**src/dcpll_top_unused_never.sv**
```systemverilog
`default_nettype none
`default_nettype wire

```
**src/dcpll_pkg.sv**
```systemverilog
`default_nettype none
package dcpll_pkg;

  // ----------------------------------------------------------------
  // Register map
  // ----------------------------------------------------------------
  localparam int ADDR_W = 12;
  typedef logic [ADDR_W-1:0] dcpll_addr_t;

  localparam dcpll_addr_t ADDR_CHIP_IRQ_ENABLE       = 12'h01f;
  localparam dcpll_addr_t ADDR_CHIP_IRQ_STATUS_CLEAR = 12'h023;
  localparam dcpll_addr_t ADDR_PLL_CONTROL           = 12'h083;
  localparam dcpll_addr_t ADDR_PLL_STATUS            = 12'h084;
  localparam dcpll_addr_t ADDR_FEEDBACK_DIVIDE_COUNT = 12'h085;
  localparam dcpll_addr_t ADDR_LOOP_FILTER_CONFIG_A  = 12'h087;
  localparam dcpll_addr_t ADDR_LOOP_FILTER_CONFIG_B  = 12'h088;
  localparam dcpll_addr_t ADDR_LOOP_FILTER_CONFIG_C  = 12'h089;
  localparam dcpll_addr_t ADDR_CHARGE_PUMP_CURRENT   = 12'h08a;
  localparam dcpll_addr_t ADDR_VCO_OUTPUT_DIVIDER    = 12'h08b;
  localparam dcpll_addr_t ADDR_REFERENCE_DIVIDER     = 12'h08c;
  localparam dcpll_addr_t ADDR_VCO_TRACKING_A        = 12'h1b4;
  localparam dcpll_addr_t ADDR_VCO_TRACKING_B        = 12'h1b6;
  localparam dcpll_addr_t ADDR_VCO_TRACKING_C        = 12'h1bb;

  // ----------------------------------------------------------------
  // Field positions
  // ----------------------------------------------------------------
  localparam int BIT_IRQ_LOCK    = 5;
  localparam int BIT_IRQ_LOST    = 4;
  localparam int BIT_CTRL_EN     = 4;
  localparam int BIT_CTRL_RECAL  = 7;
  localparam int BIT_ST_LOCK     = 1;
  localparam int BIT_ST_CAL_DONE = 5;
  localparam int BIT_ST_EDGE_LO  = 6;
  localparam int BIT_ST_EDGE_HI  = 7;
  localparam int CP_CUR_MSB      = 5;
  localparam int REF_CODE_MSB    = 2;
  localparam int VCO_CODE_MSB    = 1;
  localparam int EVT_LOCK        = 1;
  localparam int EVT_LOST        = 0;

  // ----------------------------------------------------------------
  // Reset values and decode constants
  // ----------------------------------------------------------------
  localparam logic [7:0] RST_BYTE     = 8'h00;
  localparam logic [7:0] RST_FB_COUNT = 8'h06;
  localparam logic [2:0] REF_CODE_MAX = 3'h5;
  localparam logic [1:0] VCO_CODE_8   = 2'h2;
  localparam logic [1:0] VCO_CODE_16  = 2'h3;
  localparam logic [4:0] VCO_RATIO_4  = 5'h04;
  localparam logic [4:0] VCO_RATIO_8  = 5'h08;
  localparam logic [4:0] VCO_RATIO_16 = 5'h10;
  localparam logic [8:0] RATIO_ONE    = 9'h001;

  // ----------------------------------------------------------------
  // Loop behaviour
  // ----------------------------------------------------------------
  localparam logic [8:0] BAND_MID      = 9'h100;
  localparam logic [8:0] BAND_MAX      = 9'h1ff;
  localparam logic [8:0] BAND_MIN      = 9'h000;
  localparam logic [8:0] BAND_STEP     = 9'h001;
  localparam logic [7:0] ERR_LOCK_MAX  = 8'h02;
  localparam logic [7:0] ERR_STEER_MIN = 8'h08;
  localparam logic [7:0] ERR_SAT       = 8'hff;
  localparam logic [7:0] GOOD_LOCK     = 8'h10;
  localparam logic [7:0] CNT_STEP      = 8'h01;

  // ----------------------------------------------------------------
  // Timing
  // ----------------------------------------------------------------
  localparam int CLK_PERIOD_NS = 25;
  localparam int CAL_TIME_NS   = 50000;
  localparam int CAL_CYCLES    = (CAL_TIME_NS + CLK_PERIOD_NS - 1) / CLK_PERIOD_NS;
  localparam logic [11:0] CAL_LAST = 12'(CAL_CYCLES - 1);

  // ----------------------------------------------------------------
  // Types
  // ----------------------------------------------------------------
  typedef enum logic [3:0] {
    ST_OFF    = 4'b0001,
    ST_CAL    = 4'b0010,
    ST_SEARCH = 4'b0100,
    ST_TRACK  = 4'b1000
  } dcpll_state_t;

  typedef struct packed {
    logic [3:0] c1;
    logic [3:0] c2;
    logic [3:0] c3;
    logic [3:0] r1;
    logic [3:0] r3;
  } dcpll_lf_t;

  typedef struct packed {
    logic       pll_enable;
    logic       sample_clock_from_pll;
    logic [5:0] cp_current;
    dcpll_lf_t  loop_filter;
    logic [8:0] vco_band;
    logic [4:0] vco_output_division_ratio;
    logic [7:0] vco_tracking_a;
    logic [7:0] vco_tracking_b;
    logic [7:0] vco_tracking_c;
  } dcpll_ana_t;

  typedef struct packed {
    logic [8:0] cnt;
    logic       tick;
  } dcpll_div_st_t;

  typedef struct packed {
    logic [1:0]   ref_sync;
    logic         ref_d;
    logic [1:0]   fb_sync;
    logic         fb_d;
    logic [1:0]   irq_en;
    logic [1:0]   irq_src;
    logic [1:0]   evt_d;
    logic [7:0]   ctrl;
    logic [7:0]   fb_count;
    logic [7:0]   lf_a;
    logic [7:0]   lf_b;
    logic [7:0]   lf_c;
    logic [7:0]   cp;
    logic [7:0]   vco_div;
    logic [7:0]   ref_div;
    logic [7:0]   trk_a;
    logic [7:0]   trk_b;
    logic [7:0]   trk_c;
    dcpll_state_t state;
    logic [11:0]  cal_cnt;
    logic         cal_done;
    logic [8:0]   band;
    logic         edge_hi;
    logic         edge_lo;
    logic         pfd_up;
    logic         pfd_dn;
    logic [7:0]   err_cnt;
    logic [7:0]   good_cnt;
    logic         locked;
    logic [7:0]   rdata;
    logic         rvalid;
  } dcpll_st_t;

endpackage
`default_nettype wire

```
**src/dcpll_div.sv**
```systemverilog
`default_nettype none
module dcpll_div (
  input  wire logic       clk,
  input  wire logic       rst,
  input  wire logic       clear,
  input  wire logic       tick_in,
  input  wire logic [8:0] ratio,
  output logic            tick_out
);

  dcpll_pkg::dcpll_div_st_t s_r;
  dcpll_pkg::dcpll_div_st_t s_nxt;

  // ----------------------------------------------------------------
  // Edge counter; a ratio of zero behaves as one
  // ----------------------------------------------------------------
  always_comb begin
    s_nxt      = s_r;
    s_nxt.tick = 1'b0;
    if (clear) begin
      s_nxt.cnt = '0;
    end else if (tick_in) begin
      if (9'(s_r.cnt + dcpll_pkg::RATIO_ONE) >= ratio) begin
        s_nxt.cnt  = '0;
        s_nxt.tick = 1'b1;
      end else begin
        s_nxt.cnt = 9'(s_r.cnt + dcpll_pkg::RATIO_ONE);
      end
    end
  end

  always_ff @(posedge clk) begin
    if (rst) begin
      s_r <= '0;
    end else begin
      s_r <= s_nxt;
    end
  end

  assign tick_out = s_r.tick;

endmodule
`default_nettype wire

```
**src/dcpll_top.sv**
```systemverilog
// What this block does
// - Sample clock comes from the reference input directly or from the on-chip PLL.
// - Five loop filter parts, 4-bit code each, from three filter registers.
// - Charge pump current is a 6-bit code in the low six register bits.
// - First enable calibrates the VCO, then status bit 5 rises.
// - Reference divider code selects ratio 1, 2, 4, 8, 16 (and 32).
// - Feedback count 6-127 is eight bits; the loop divides by twice it.
// - Detector compares divided reference with divided feedback, pulses pump up/down.
// - VCO divider code 1, 2, 3 selects 4, 8, 16; host keeps VCO in range.
// - Device picks one of 512 VCO bands and keeps lock over temperature.
// - Lock shows in status bit 1, readable by the host.
// - Status bits 7 and 6 flag upper and lower band edge reached.
// - Writing control bit 7 from 0 to 1 makes the device recalibrate.
// - Lock and lost are interrupt events, enable bits 5/4, status bits 5/4.
// - Disabled event holds latch at 0; enabled rising edge latches; latch pulls line low.
// - Status read gives latch when enabled, live event level when not.
`default_nettype none
module dcpll_top (
  input  wire logic                        clk,
  input  wire logic                        rst,
  input  wire logic                        reference_clock_in,
  input  wire logic                        converter_sample_clock,
  input  wire logic                        reg_wr,
  input  wire logic                        reg_rd,
  input  wire logic [dcpll_pkg::ADDR_W-1:0] reg_addr,
  input  wire logic [7:0]                  reg_wdata,
  output logic      [7:0]                  reg_rdata,
  output logic                             reg_rvalid,
  output logic                             cp_up,
  output logic                             cp_down,
  output dcpll_pkg::dcpll_ana_t            ana,
  output logic                             irq_n_o,
  output logic                             irq_n_oe
);

  dcpll_pkg::dcpll_st_t s_r;
  dcpll_pkg::dcpll_st_t s_nxt;

  logic       ref_edge;
  logic       fb_edge;
  logic       ref_tick;
  logic       fb_tick;
  logic       pll_en;
  logic [8:0] ref_ratio;
  logic [8:0] fb_ratio;
  logic [1:0] evt_live;

  // ----------------------------------------------------------------
  // Decoders
  // ----------------------------------------------------------------
  function automatic logic [8:0] ref_ratio_of(input logic [2:0] code);
    logic [2:0] c;
    c = (code > dcpll_pkg::REF_CODE_MAX) ? dcpll_pkg::REF_CODE_MAX : code;
    return 9'(dcpll_pkg::RATIO_ONE << c);
  endfunction

  function automatic logic [4:0] vco_ratio_of(input logic [1:0] code);
    logic [4:0] r;
    r = dcpll_pkg::VCO_RATIO_4;
    if (code == dcpll_pkg::VCO_CODE_8) begin
      r = dcpll_pkg::VCO_RATIO_8;
    end else if (code == dcpll_pkg::VCO_CODE_16) begin
      r = dcpll_pkg::VCO_RATIO_16;
    end
    return r;
  endfunction

  function automatic logic irq_view(input logic en, input logic src, input logic live);
    return en ? src : live;
  endfunction

  // ----------------------------------------------------------------
  // Input edges and dividers
  // ----------------------------------------------------------------
  assign pll_en    = s_r.ctrl[dcpll_pkg::BIT_CTRL_EN];
  assign ref_edge  = s_r.ref_sync[1] & ~s_r.ref_d;
  assign fb_edge   = s_r.fb_sync[1] & ~s_r.fb_d;
  assign ref_ratio = ref_ratio_of(s_r.ref_div[dcpll_pkg::REF_CODE_MSB:0]);
  assign fb_ratio  = {s_r.fb_count, 1'b0};

  dcpll_div u_ref_div (
    .clk      (clk),
    .rst      (rst),
    .clear    (~pll_en),
    .tick_in  (ref_edge),
    .ratio    (ref_ratio),
    .tick_out (ref_tick)
  );

  dcpll_div u_fb_div (
    .clk      (clk),
    .rst      (rst),
    .clear    (~pll_en),
    .tick_in  (fb_edge),
    .ratio    (fb_ratio),
    .tick_out (fb_tick)
  );

  // Lost is only meaningful once the loop is running after calibration
  assign evt_live[dcpll_pkg::EVT_LOCK] = s_r.locked;
  assign evt_live[dcpll_pkg::EVT_LOST] = ~s_r.locked & pll_en & s_r.cal_done;

  // ----------------------------------------------------------------
  // Next state
  // ----------------------------------------------------------------
  always_comb begin
    logic       up_n;
    logic       dn_n;
    logic       cmp_done;
    logic       recal;
    logic [1:0] clr;
    s_nxt          = s_r;
    up_n           = 1'b0;
    dn_n           = 1'b0;
    cmp_done       = 1'b0;
    recal          = 1'b0;
    clr            = 2'b00;
    s_nxt.rvalid   = 1'b0;
    s_nxt.ref_sync = {s_r.ref_sync[0], reference_clock_in};
    s_nxt.ref_d    = s_r.ref_sync[1];
    s_nxt.fb_sync  = {s_r.fb_sync[0], converter_sample_clock};
    s_nxt.fb_d     = s_r.fb_sync[1];

    // Register writes
    if (reg_wr) begin
      unique case (reg_addr)
        dcpll_pkg::ADDR_CHIP_IRQ_ENABLE: begin
          s_nxt.irq_en = {reg_wdata[dcpll_pkg::BIT_IRQ_LOCK], reg_wdata[dcpll_pkg::BIT_IRQ_LOST]};
        end
        dcpll_pkg::ADDR_CHIP_IRQ_STATUS_CLEAR: begin
          clr = {reg_wdata[dcpll_pkg::BIT_IRQ_LOCK], reg_wdata[dcpll_pkg::BIT_IRQ_LOST]};
        end
        dcpll_pkg::ADDR_PLL_CONTROL: begin
          recal      = reg_wdata[dcpll_pkg::BIT_CTRL_RECAL] &
                       ~s_r.ctrl[dcpll_pkg::BIT_CTRL_RECAL];
          s_nxt.ctrl = reg_wdata;
        end
        dcpll_pkg::ADDR_FEEDBACK_DIVIDE_COUNT: s_nxt.fb_count = reg_wdata;
        dcpll_pkg::ADDR_LOOP_FILTER_CONFIG_A:  s_nxt.lf_a     = reg_wdata;
        dcpll_pkg::ADDR_LOOP_FILTER_CONFIG_B:  s_nxt.lf_b     = reg_wdata;
        dcpll_pkg::ADDR_LOOP_FILTER_CONFIG_C:  s_nxt.lf_c     = reg_wdata;
        dcpll_pkg::ADDR_CHARGE_PUMP_CURRENT:   s_nxt.cp       = reg_wdata;
        dcpll_pkg::ADDR_VCO_OUTPUT_DIVIDER:    s_nxt.vco_div  = reg_wdata;
        dcpll_pkg::ADDR_REFERENCE_DIVIDER:     s_nxt.ref_div  = reg_wdata;
        dcpll_pkg::ADDR_VCO_TRACKING_A:        s_nxt.trk_a    = reg_wdata;
        dcpll_pkg::ADDR_VCO_TRACKING_B:        s_nxt.trk_b    = reg_wdata;
        dcpll_pkg::ADDR_VCO_TRACKING_C:        s_nxt.trk_c    = reg_wdata;
        default: begin
        end
      endcase
    end

    // Phase frequency detector: both flags set means reset together
    up_n = s_r.pfd_up | ref_tick;
    dn_n = s_r.pfd_dn | fb_tick;
    if (up_n & dn_n) begin
      cmp_done = 1'b1;
      up_n     = 1'b0;
      dn_n     = 1'b0;
    end
    s_nxt.pfd_up = up_n;
    s_nxt.pfd_dn = dn_n;
    if ((s_r.pfd_up | s_r.pfd_dn) && (s_r.err_cnt != dcpll_pkg::ERR_SAT)) begin
      s_nxt.err_cnt = 8'(s_r.err_cnt + dcpll_pkg::CNT_STEP);
    end

    // Loop sequencer
    unique case (s_r.state)
      dcpll_pkg::ST_OFF: begin
        if (pll_en) begin
          s_nxt.state = s_r.cal_done ? dcpll_pkg::ST_SEARCH : dcpll_pkg::ST_CAL;
          s_nxt.cal_cnt = '0;
        end
      end
      dcpll_pkg::ST_CAL: begin
        if (s_r.cal_cnt == dcpll_pkg::CAL_LAST) begin
          s_nxt.cal_done = 1'b1;
          s_nxt.state    = dcpll_pkg::ST_SEARCH;
        end else begin
          s_nxt.cal_cnt = 12'(s_r.cal_cnt + 12'h001);
        end
      end
      dcpll_pkg::ST_SEARCH, dcpll_pkg::ST_TRACK: begin
        if (cmp_done) begin
          s_nxt.err_cnt = '0;
          if (s_r.err_cnt <= dcpll_pkg::ERR_LOCK_MAX) begin
            if (s_r.good_cnt != dcpll_pkg::GOOD_LOCK) begin
              s_nxt.good_cnt = 8'(s_r.good_cnt + dcpll_pkg::CNT_STEP);
            end
          end else begin
            s_nxt.good_cnt = '0;
          end
          // Band steering runs in both states so drift over temperature is followed
          if (s_r.err_cnt >= dcpll_pkg::ERR_STEER_MIN) begin
            if (s_r.pfd_up) begin
              if (s_r.band == dcpll_pkg::BAND_MAX) begin
                s_nxt.edge_hi = 1'b1;
              end else begin
                s_nxt.band = 9'(s_r.band + dcpll_pkg::BAND_STEP);
              end
            end else begin
              if (s_r.band == dcpll_pkg::BAND_MIN) begin
                s_nxt.edge_lo = 1'b1;
              end else begin
                s_nxt.band = 9'(s_r.band - dcpll_pkg::BAND_STEP);
              end
            end
          end
        end
        if (s_nxt.good_cnt == dcpll_pkg::GOOD_LOCK) begin
          s_nxt.state = dcpll_pkg::ST_TRACK;
        end
      end
    endcase

    // Recalibration restarts from the middle band
    if (recal) begin
      s_nxt.state    = dcpll_pkg::ST_CAL;
      s_nxt.cal_cnt  = '0;
      s_nxt.cal_done = 1'b0;
      s_nxt.band     = dcpll_pkg::BAND_MID;
      s_nxt.edge_hi  = 1'b0;
      s_nxt.edge_lo  = 1'b0;
      s_nxt.good_cnt = '0;
    end

    // Disable wins over everything, but calibration stays valid
    if (!s_nxt.ctrl[dcpll_pkg::BIT_CTRL_EN]) begin
      s_nxt.state    = dcpll_pkg::ST_OFF;
      s_nxt.good_cnt = '0;
      s_nxt.err_cnt  = '0;
      s_nxt.pfd_up   = 1'b0;
      s_nxt.pfd_dn   = 1'b0;
    end
    s_nxt.locked = (s_nxt.state == dcpll_pkg::ST_TRACK) && s_nxt.cal_done &&
                   (s_nxt.good_cnt == dcpll_pkg::GOOD_LOCK);

    // Interrupt latches: a new edge beats a clear in the same cycle
    s_nxt.evt_d = evt_live;
    for (int i = 0; i < 2; i++) begin
      s_nxt.irq_src[i] = s_nxt.irq_en[i] &
                         ((s_r.irq_src[i] & ~clr[i]) |
                          (evt_live[i] & ~s_r.evt_d[i]));
    end

    // Register reads, answered one cycle later
    if (reg_rd) begin
      s_nxt.rvalid = 1'b1;
      s_nxt.rdata  = dcpll_pkg::RST_BYTE;
      unique case (reg_addr)
        dcpll_pkg::ADDR_CHIP_IRQ_ENABLE: begin
          s_nxt.rdata[dcpll_pkg::BIT_IRQ_LOCK] = s_r.irq_en[dcpll_pkg::EVT_LOCK];
          s_nxt.rdata[dcpll_pkg::BIT_IRQ_LOST] = s_r.irq_en[dcpll_pkg::EVT_LOST];
        end
        dcpll_pkg::ADDR_CHIP_IRQ_STATUS_CLEAR: begin
          s_nxt.rdata[dcpll_pkg::BIT_IRQ_LOCK] = irq_view(s_r.irq_en[dcpll_pkg::EVT_LOCK],
            s_r.irq_src[dcpll_pkg::EVT_LOCK], evt_live[dcpll_pkg::EVT_LOCK]);
          s_nxt.rdata[dcpll_pkg::BIT_IRQ_LOST] = irq_view(s_r.irq_en[dcpll_pkg::EVT_LOST],
            s_r.irq_src[dcpll_pkg::EVT_LOST], evt_live[dcpll_pkg::EVT_LOST]);
        end
        dcpll_pkg::ADDR_PLL_CONTROL: s_nxt.rdata = s_r.ctrl;
        dcpll_pkg::ADDR_PLL_STATUS: begin
          s_nxt.rdata[dcpll_pkg::BIT_ST_LOCK]     = s_r.locked;
          s_nxt.rdata[dcpll_pkg::BIT_ST_CAL_DONE] = s_r.cal_done;
          s_nxt.rdata[dcpll_pkg::BIT_ST_EDGE_LO]  = s_r.edge_lo;
          s_nxt.rdata[dcpll_pkg::BIT_ST_EDGE_HI]  = s_r.edge_hi;
        end
        dcpll_pkg::ADDR_FEEDBACK_DIVIDE_COUNT: s_nxt.rdata = s_r.fb_count;
        dcpll_pkg::ADDR_LOOP_FILTER_CONFIG_A:  s_nxt.rdata = s_r.lf_a;
        dcpll_pkg::ADDR_LOOP_FILTER_CONFIG_B:  s_nxt.rdata = s_r.lf_b;
        dcpll_pkg::ADDR_LOOP_FILTER_CONFIG_C:  s_nxt.rdata = s_r.lf_c;
        dcpll_pkg::ADDR_CHARGE_PUMP_CURRENT:   s_nxt.rdata = s_r.cp;
        dcpll_pkg::ADDR_VCO_OUTPUT_DIVIDER:    s_nxt.rdata = s_r.vco_div;
        dcpll_pkg::ADDR_REFERENCE_DIVIDER:     s_nxt.rdata = s_r.ref_div;
        dcpll_pkg::ADDR_VCO_TRACKING_A:        s_nxt.rdata = s_r.trk_a;
        dcpll_pkg::ADDR_VCO_TRACKING_B:        s_nxt.rdata = s_r.trk_b;
        dcpll_pkg::ADDR_VCO_TRACKING_C:        s_nxt.rdata = s_r.trk_c;
        default: begin
        end
      endcase
    end
  end

  // ----------------------------------------------------------------
  // State register
  // ----------------------------------------------------------------
  always_ff @(posedge clk) begin
    if (rst) begin
      s_r          <= '0;
      s_r.state    <= dcpll_pkg::ST_OFF;
      s_r.fb_count <= dcpll_pkg::RST_FB_COUNT;
      s_r.band     <= dcpll_pkg::BAND_MID;
    end else begin
      s_r <= s_nxt;
    end
  end

  // ----------------------------------------------------------------
  // Outputs
  // ----------------------------------------------------------------
  assign reg_rdata  = s_r.rdata;
  assign reg_rvalid = s_r.rvalid;
  assign cp_up      = s_r.pfd_up;
  assign cp_down    = s_r.pfd_dn;

  assign ana.pll_enable                = pll_en;
  assign ana.sample_clock_from_pll     = pll_en;
  assign ana.cp_current                = s_r.cp[dcpll_pkg::CP_CUR_MSB:0];
  assign ana.loop_filter.c1            = s_r.lf_a[3:0];
  assign ana.loop_filter.c2            = s_r.lf_a[7:4];
  assign ana.loop_filter.c3            = s_r.lf_b[3:0];
  assign ana.loop_filter.r1            = s_r.lf_b[7:4];
  assign ana.loop_filter.r3            = s_r.lf_c[3:0];
  assign ana.vco_band                  = s_r.band;
  assign ana.vco_output_division_ratio =
    vco_ratio_of(s_r.vco_div[dcpll_pkg::VCO_CODE_MSB:0]);
  assign ana.vco_tracking_a            = s_r.trk_a;
  assign ana.vco_tracking_b            = s_r.trk_b;
  assign ana.vco_tracking_c            = s_r.trk_c;

  // Open-drain request: only ever pulls low, shared line needs a pull-up
  assign irq_n_o  = 1'b0;
  assign irq_n_oe = |s_r.irq_src;

endmodule
`default_nettype wire

```
**config.mk**
```make
export PLATFORM = sky130hd
export DESIGN_NAME = dcpll_top
export DESIGN_NICKNAME = d
export VERILOG_FILES = /design/src/dcpll_top_unused_never.sv /design/src/dcpll_pkg.sv /design/src/dcpll_div.sv /design/src/dcpll_top.sv
export SDC_FILE = /design/constraint.sdc
export NUM_CORES = 1
export LEC_CHECK = 0
export BUFFER_PORTS_ARGS = -buffer_cell sky130_fd_sc_hd__buf_2
export CAP_MARGIN = 20
export CORE_MARGIN = 1.5
export CORE_UTILIZATION = 25
export CTS_CLUSTER_SIZE = 8
export DETAILED_ROUTE_END_ITERATION = 10
export PLACE_DENSITY = 0.42
export REMOVE_ABC_BUFFERS = 1
export SYNTH_ARGS = -nofsm -noshare
export SYNTH_HDL_FRONTEND = slang
export SYNTH_SLANG_ARGS = --single-unit
```
**constraint.sdc**
```tcl
create_clock -name clk -period 5.45 [get_ports clk]
set_clock_uncertainty 0.05 [all_clocks]
set_input_delay 0.8175 -clock clk [delete_from_list [all_inputs] [get_ports clk]]
set_output_delay 0.8175 -clock clk [all_outputs]
set_load 0.1 [all_outputs]
```
After elaboration in Yosys (flattened, before gate mapping)
Index checks and enable logic that the tools add are counted.

word-level totals
  register bits = 176
  input bits = 26
  output and inout port bits = 79
  word-level logic and storage cells = 202

operators by class
  add/subtract/negate cells = 7
  $lt $le $gt $ge = 5
  eq/ne operators = 31
  shift operators = 1
  mux-type cells = 64
  bitwise gates (word level) = 30
  reduce and logical (&&, ||, !) cells = 28

operator list
  cell                   number
  $mux 8                 15
  $eq 12x8->1 const B    9
  $mux 85                1
  $mux 16                4
  $mux 9                 5
  $eq 12x9->1 const B    3
  $mux 11                3
  $mux 28                1
  $add 9x1->9 const B    3
  $pmux 12 s2            1
  $pmux 2 s12            1
  $pmux 2 s11            1
  $reduce_and 2->1       11
  $ge 9x9->1             2
  $add 8x1->8 const B    2
  $eq 8x5->1 const B     2
  $mux 5                 3
  $reduce_and 5->1       3
  $mux 1                 14
  $pmux 1 s14            1
  $not 1->1              13
  $pmux 1 s13            1
  $add 12x1->12 const B  1
  $and 1x1->1            12
  other kinds (31)       54

Depth between registers and ports, before layout
  depth in word-level cells = 13
  mapped depth = 11

Cells and area by module
From an unflattened synthesis, not the netlist that was laid out.

unflattened totals
  cells, all modules = 1,240
  area total of the unflattened synthesis = 9,923.3 sq um

by module, submodules not included
  module     instances  cells each  area an instance (sq um)  seq. area each (sq um)
  dcpll_top  1          1,042       8,334.2                   3,123.0
  dcpll_div  2          99          794.5                     200.2

Worst setup path before layout
Ideal clock, no wire load.

  path kind = flip-flop to flip-flop
  start = register s_r, in the netlist cp_up
  end = register s_r, in the netlist ana[37]
  setup time = 0.062 ns
  arrival time = 3.200 ns
  required time = 5.338 ns
  path slack = 2.138 ns
  cell stages (with the launch flop) = 11
  path buffers = 1
  path through = dfxtp_1 clkbuf_1 inv_1 fa_1 a21o_1 a21oi_1 o21ai_0 o41ai_1 xnor2_1 or3_1 nand3_1

between the ends
  word-level cells in the longest chain between the ends = 4
  elaborated cells between the ends (all ways) = 7
  classes of those cells = eq/ne (2); mux (2); bitwise (2); reduce/logical (1)

RTL lines
  what                               RTL line          text
  start: declaration                 dcpll_top.sv:36   dcpll_pkg::dcpll_st_t s_r;
  start signal: assignment           dcpll_top.sv:294  s_r <= s_nxt;
  $or 1x1->1                         dcpll_top.sv:154  up_n = s_r.pfd_up | ref_tick;
  $and 1x1->1                        dcpll_top.sv:156  if (up_n & dn_n) begin
  $mux 1                             dcpll_top.sv:156
  $reduce_and 5->1 (no source line)  --

Parallel ways exist; a longest one is shown, timed or not.
A chain may end at the register's enable or synchronous reset.

Worst setup path in the final report
  start = input reg_addr[6] (netlist name)
  end = register s_r, in the netlist reg_rdata[3]

between the ends
  word-level cells in the longest chain between the ends = 2
  elaborated cells between the ends (all ways) = 12
  classes of those cells = eq/ne (11); mux (1)

RTL lines
  what                                               RTL line          text
  start: declaration                                 dcpll_top.sv:25   input wire logic [dcpll_pkg::ADDR_W-1:0] reg_addr,
  $eq 12x9->1 / $eq 12x8->1 (equally long branches)  dcpll_top.sv:250  unique case (reg_addr)
  $pmux 2 s11 *                                      dcpll_top.sv:250

Every way passes the cells marked *; elsewhere a longest branch is shown, timed or not.

==> impl_metrics.toml <==
[place]
io_buffers = 101
gp_congestion = 0.8071
place_hpwl_um = 21290
place_area_um2 = 10010

[setup_path]
reg2reg_to = "u_ref_div.s_r[2]"
cp.required_ns = 5.77
cp-end-kind = "flip-flop"
r2r_setup_slack_ns = 2.36
r2r_start = "u_ref_div.s_r[1]"
cp.arrival_ns = 3.66
cp_max_fo = 16
critPathLaunchType = "input port"
rr_worst_depth = 10
crit_type = "in2reg"

[pwr]
comb_power_share_pct = 5.0
p_int_mw = 1.976
power_density_nw_per_um2 = 253.7
sw_frac_of_total_pct = 26.60
p_clk_share_pct = 47.0
switchingPower_uw = 716.2
p_seq_share_pct = 48.0
peakVddDrop_v = 0.0002228
leakagePower_nw = 3.981

[min_path]
holdPathStages = 1
min_to = "s_nxt[153]"
holdCritPathClass = "reg2reg"
hp-start = "s_nxt[155]"

[global_routing]
grtUsageTotal_pct = 15.48
first_global_vias = 7869
grt_pass1_wl_um = 46460
globalRouteOverflowTotal = 0
antenna_found_initial = 6
grt_max_degree = 69

[sta]
tns_ns = 0
max_freq_mhz = 299.0
setup_violations = 0
finalMaxSlewViolations = 0
max_slew.worst_pin.slew_ns = 1.104
period_needed_ns = 3.344
rsz0062_at_grt = "no"
slew_headroom_pct = 26.01
hold_viol_final = 0
finalCritPeriodShare_pct = 61.36

[logic_synthesis]
syn_area_um2 = 9577
synth-edff-count = 0
syn-instance-count = 1208
synthArstFlopShare_pct = 0
yosysTopAreaCellShare_pct = 36.79
synthFlopType = "dfxtp_1"
synthTopCellsByArea = "dfxtp_1, nand2_1, a21oi_1"
avgSynthCellArea_um2 = 7.928
yosys_register_bits = 176
synth_cell_types = 79
synth_warnings = 0
seq_area_frac_synth_pct = 36.79
synth_area_leader_cell = "dfxtp_1"

[clock_network]
cts_resized = 0
clkSinkCount = 176
holdBufCountCts = 0
h-tree-depth = 4
cts_buffer_depth = 2
cts-root-buf = "clkbuf_16"
clk_transition_reported_paths_ns = 0.08
clk_latency_ns = 0.45
cts_tree = "built"
postCtsSetupRepairBufs = 0
cts_made_buffers = 17

[final_layout]
fill_cells = 4165
design_area_um2 = 10610
nNetsFinal = 1264
syn2layout_area_growth_pct = 10.82
drive_gt1_share_pct = 14.59

[die]
fp.dieH_um = 198.7
io_pins = 105
die-area_um2 = 39490
die_w_um = 198.7
coreArea_um2 = 37670
start_util_pct = 25.43
placementRows = 71

[route]
drc_errors = 0
firstDrtPassIters = 5
viasPerCell = 4.841
wl_met3_um = 1655
highest_layer = "met5"
routed_wl_um = 30300
wl_per_cell_um = 17.47
wl_met2_um = 13670
drt-initial-drc-count = 562
final_antenna_net_count = 0
wl_met1_um = 14490
dr_total_vias = 8399

[flow_run]
cap_violations = 0

[status]
status = "complete, no violations"
-- power by group through the flow --
stage               Clock, mW  Combinational (mW)  Sequential (mW)
finish                   1.26               0.135             1.29
global placement            0               0.135             1.32
detailed placement          0               0.135             1.32
CTS                      1.31               0.135             1.29
floorplan                   0              0.0391             1.35
global route             1.36               0.143             1.29
-- sequential cells by signal, summed over array words and instances (netlist names) --
| signal | cells |
|---|---|
| ana | 60 |
| cp_down | 1 |
| cp_up | 1 |
| evt_live | 1 |
| fb_ratio | 8 |
| reg_rdata | 8 |
| reg_rvalid | 1 |
| s_nxt | 4 |
| s_r | 72 |
| u_fb_div.s_r | 9 |
| u_fb_div.tick_out | 1 |
| u_ref_div.s_r | 9 |
| u_ref_div.tick_out | 1 |
-- worst max-delay path by stage --
stage | startpoint | endpoint | cells past startpoint
floorplan | cp_up | ana[37] | 9
global placement | reg_addr[6] | reg_rdata[3] | 6
detailed placement | reg_addr[6] | reg_rdata[3] | 6
CTS | reg_addr[6] | reg_rdata[3] | 6
global route | reg_addr[6] | reg_rdata[3] | 6
finish | reg_addr[6] | reg_rdata[3] | 6
-- routing by layer --
metal	up-vias	GRT usage [%]
li1	4187	-
met1	3967	20.69
met2	212	24.42
met3	27	3.984
met4	6	4.517
met5	-	0
-- worst max-delay path, stage by stage --
cell and delay, ns:
buf_2 0.09, or4_1 0.70, or4_4 0.63, nor3_2 0.90
a221oi_1 0.23, a311oi_1 0.28
-- per-stage QoR --
stage                     cells  util (%)  total power, mW  setup WS (ns)  hold slack [ns]
after global routing       1732     28.16            2.794          1.973           0.4238
final                      1735     28.18            2.692          2.106           0.3988
after global placement     1698     26.57            1.459          1.652           0.3756
after CTS                  1730     28.13            2.734          2.141           0.4016
after detailed placement   1698     26.57            1.458          1.655           0.3725
after floorplan            1080         -            1.385          2.055           0.3638
-- cells in the mapped netlist, drive strengths merged (7+ instances only) --
cell / count
dfxtp: 176
xnor2: 20
nand3b: 10
o21ai: 31
a21oi: 115
buf: 83
nor2: 108
nor4: 8
nand2b: 16
a221oi: 7
inv: 20
xor2: 19
a21o: 7
nand3: 80
a311oi: 7
a22o: 7
o211ai: 8
ha: 30
clkbuf: 48
and3: 22
a22oi: 12
mux2i: 13
nor3: 37
nor2b: 21
or2: 8
nand4: 13
nand2: 194
-- cell usage in the layout, fill, tap and decap left out, drive strengths merged, types with 10 or more instances in the layout --
| cell type | count |
|---|---|
| nand3 | 80 |
| and3 | 22 |
| ha | 30 |
| mux2i | 13 |
| nand4 | 13 |
| o21ai | 31 |
| nand2b | 16 |
| buf | 107 |
| xnor2 | 20 |
| inv | 28 |
| nor2b | 21 |
| clkbuf | 20 |
| nor3 | 37 |
| nand2 | 194 |
| nand3b | 10 |
| xor2 | 19 |
| dfxtp | 176 |
| a22oi | 12 |
| a21oi | 115 |
| nor2 | 108 |
-- kinds of logic (layout without fill, tap and decap cells) --
| family | after synthesis | count (layout) | share of synthesized area, % |
|---|---|---|---|
| buf+inv | 151 | 160 | 8.989 |
| compound gates | 240 | 240 | 15.77 |
| other cells | 2 | 9 | 0.07842 |
| simple gates | 549 | 549 | 28.14 |
| mux | 20 | 20 | 2.534 |
| fa+ha+maj | 31 | 31 | 4.129 |
| flops | 176 | 176 | 36.79 |
| xor+xnor | 39 | 39 | 3.567 |
-- area by class of cell --
class	instances	area [µm²]	area share, %
diodes	4	10.01	0.09432
clock buffers	19	442.9	4.174
clock inverters	13	143.9	1.356
inverters	20	75.07	0.7074
multi-input cells	884	5218	49.16
flip-flops and latches	176	3523	33.20
well taps	511	639.4	6.025
repair buffers	108	560.5	5.282
No activity file was read; power rests on OpenSTA's default activity.
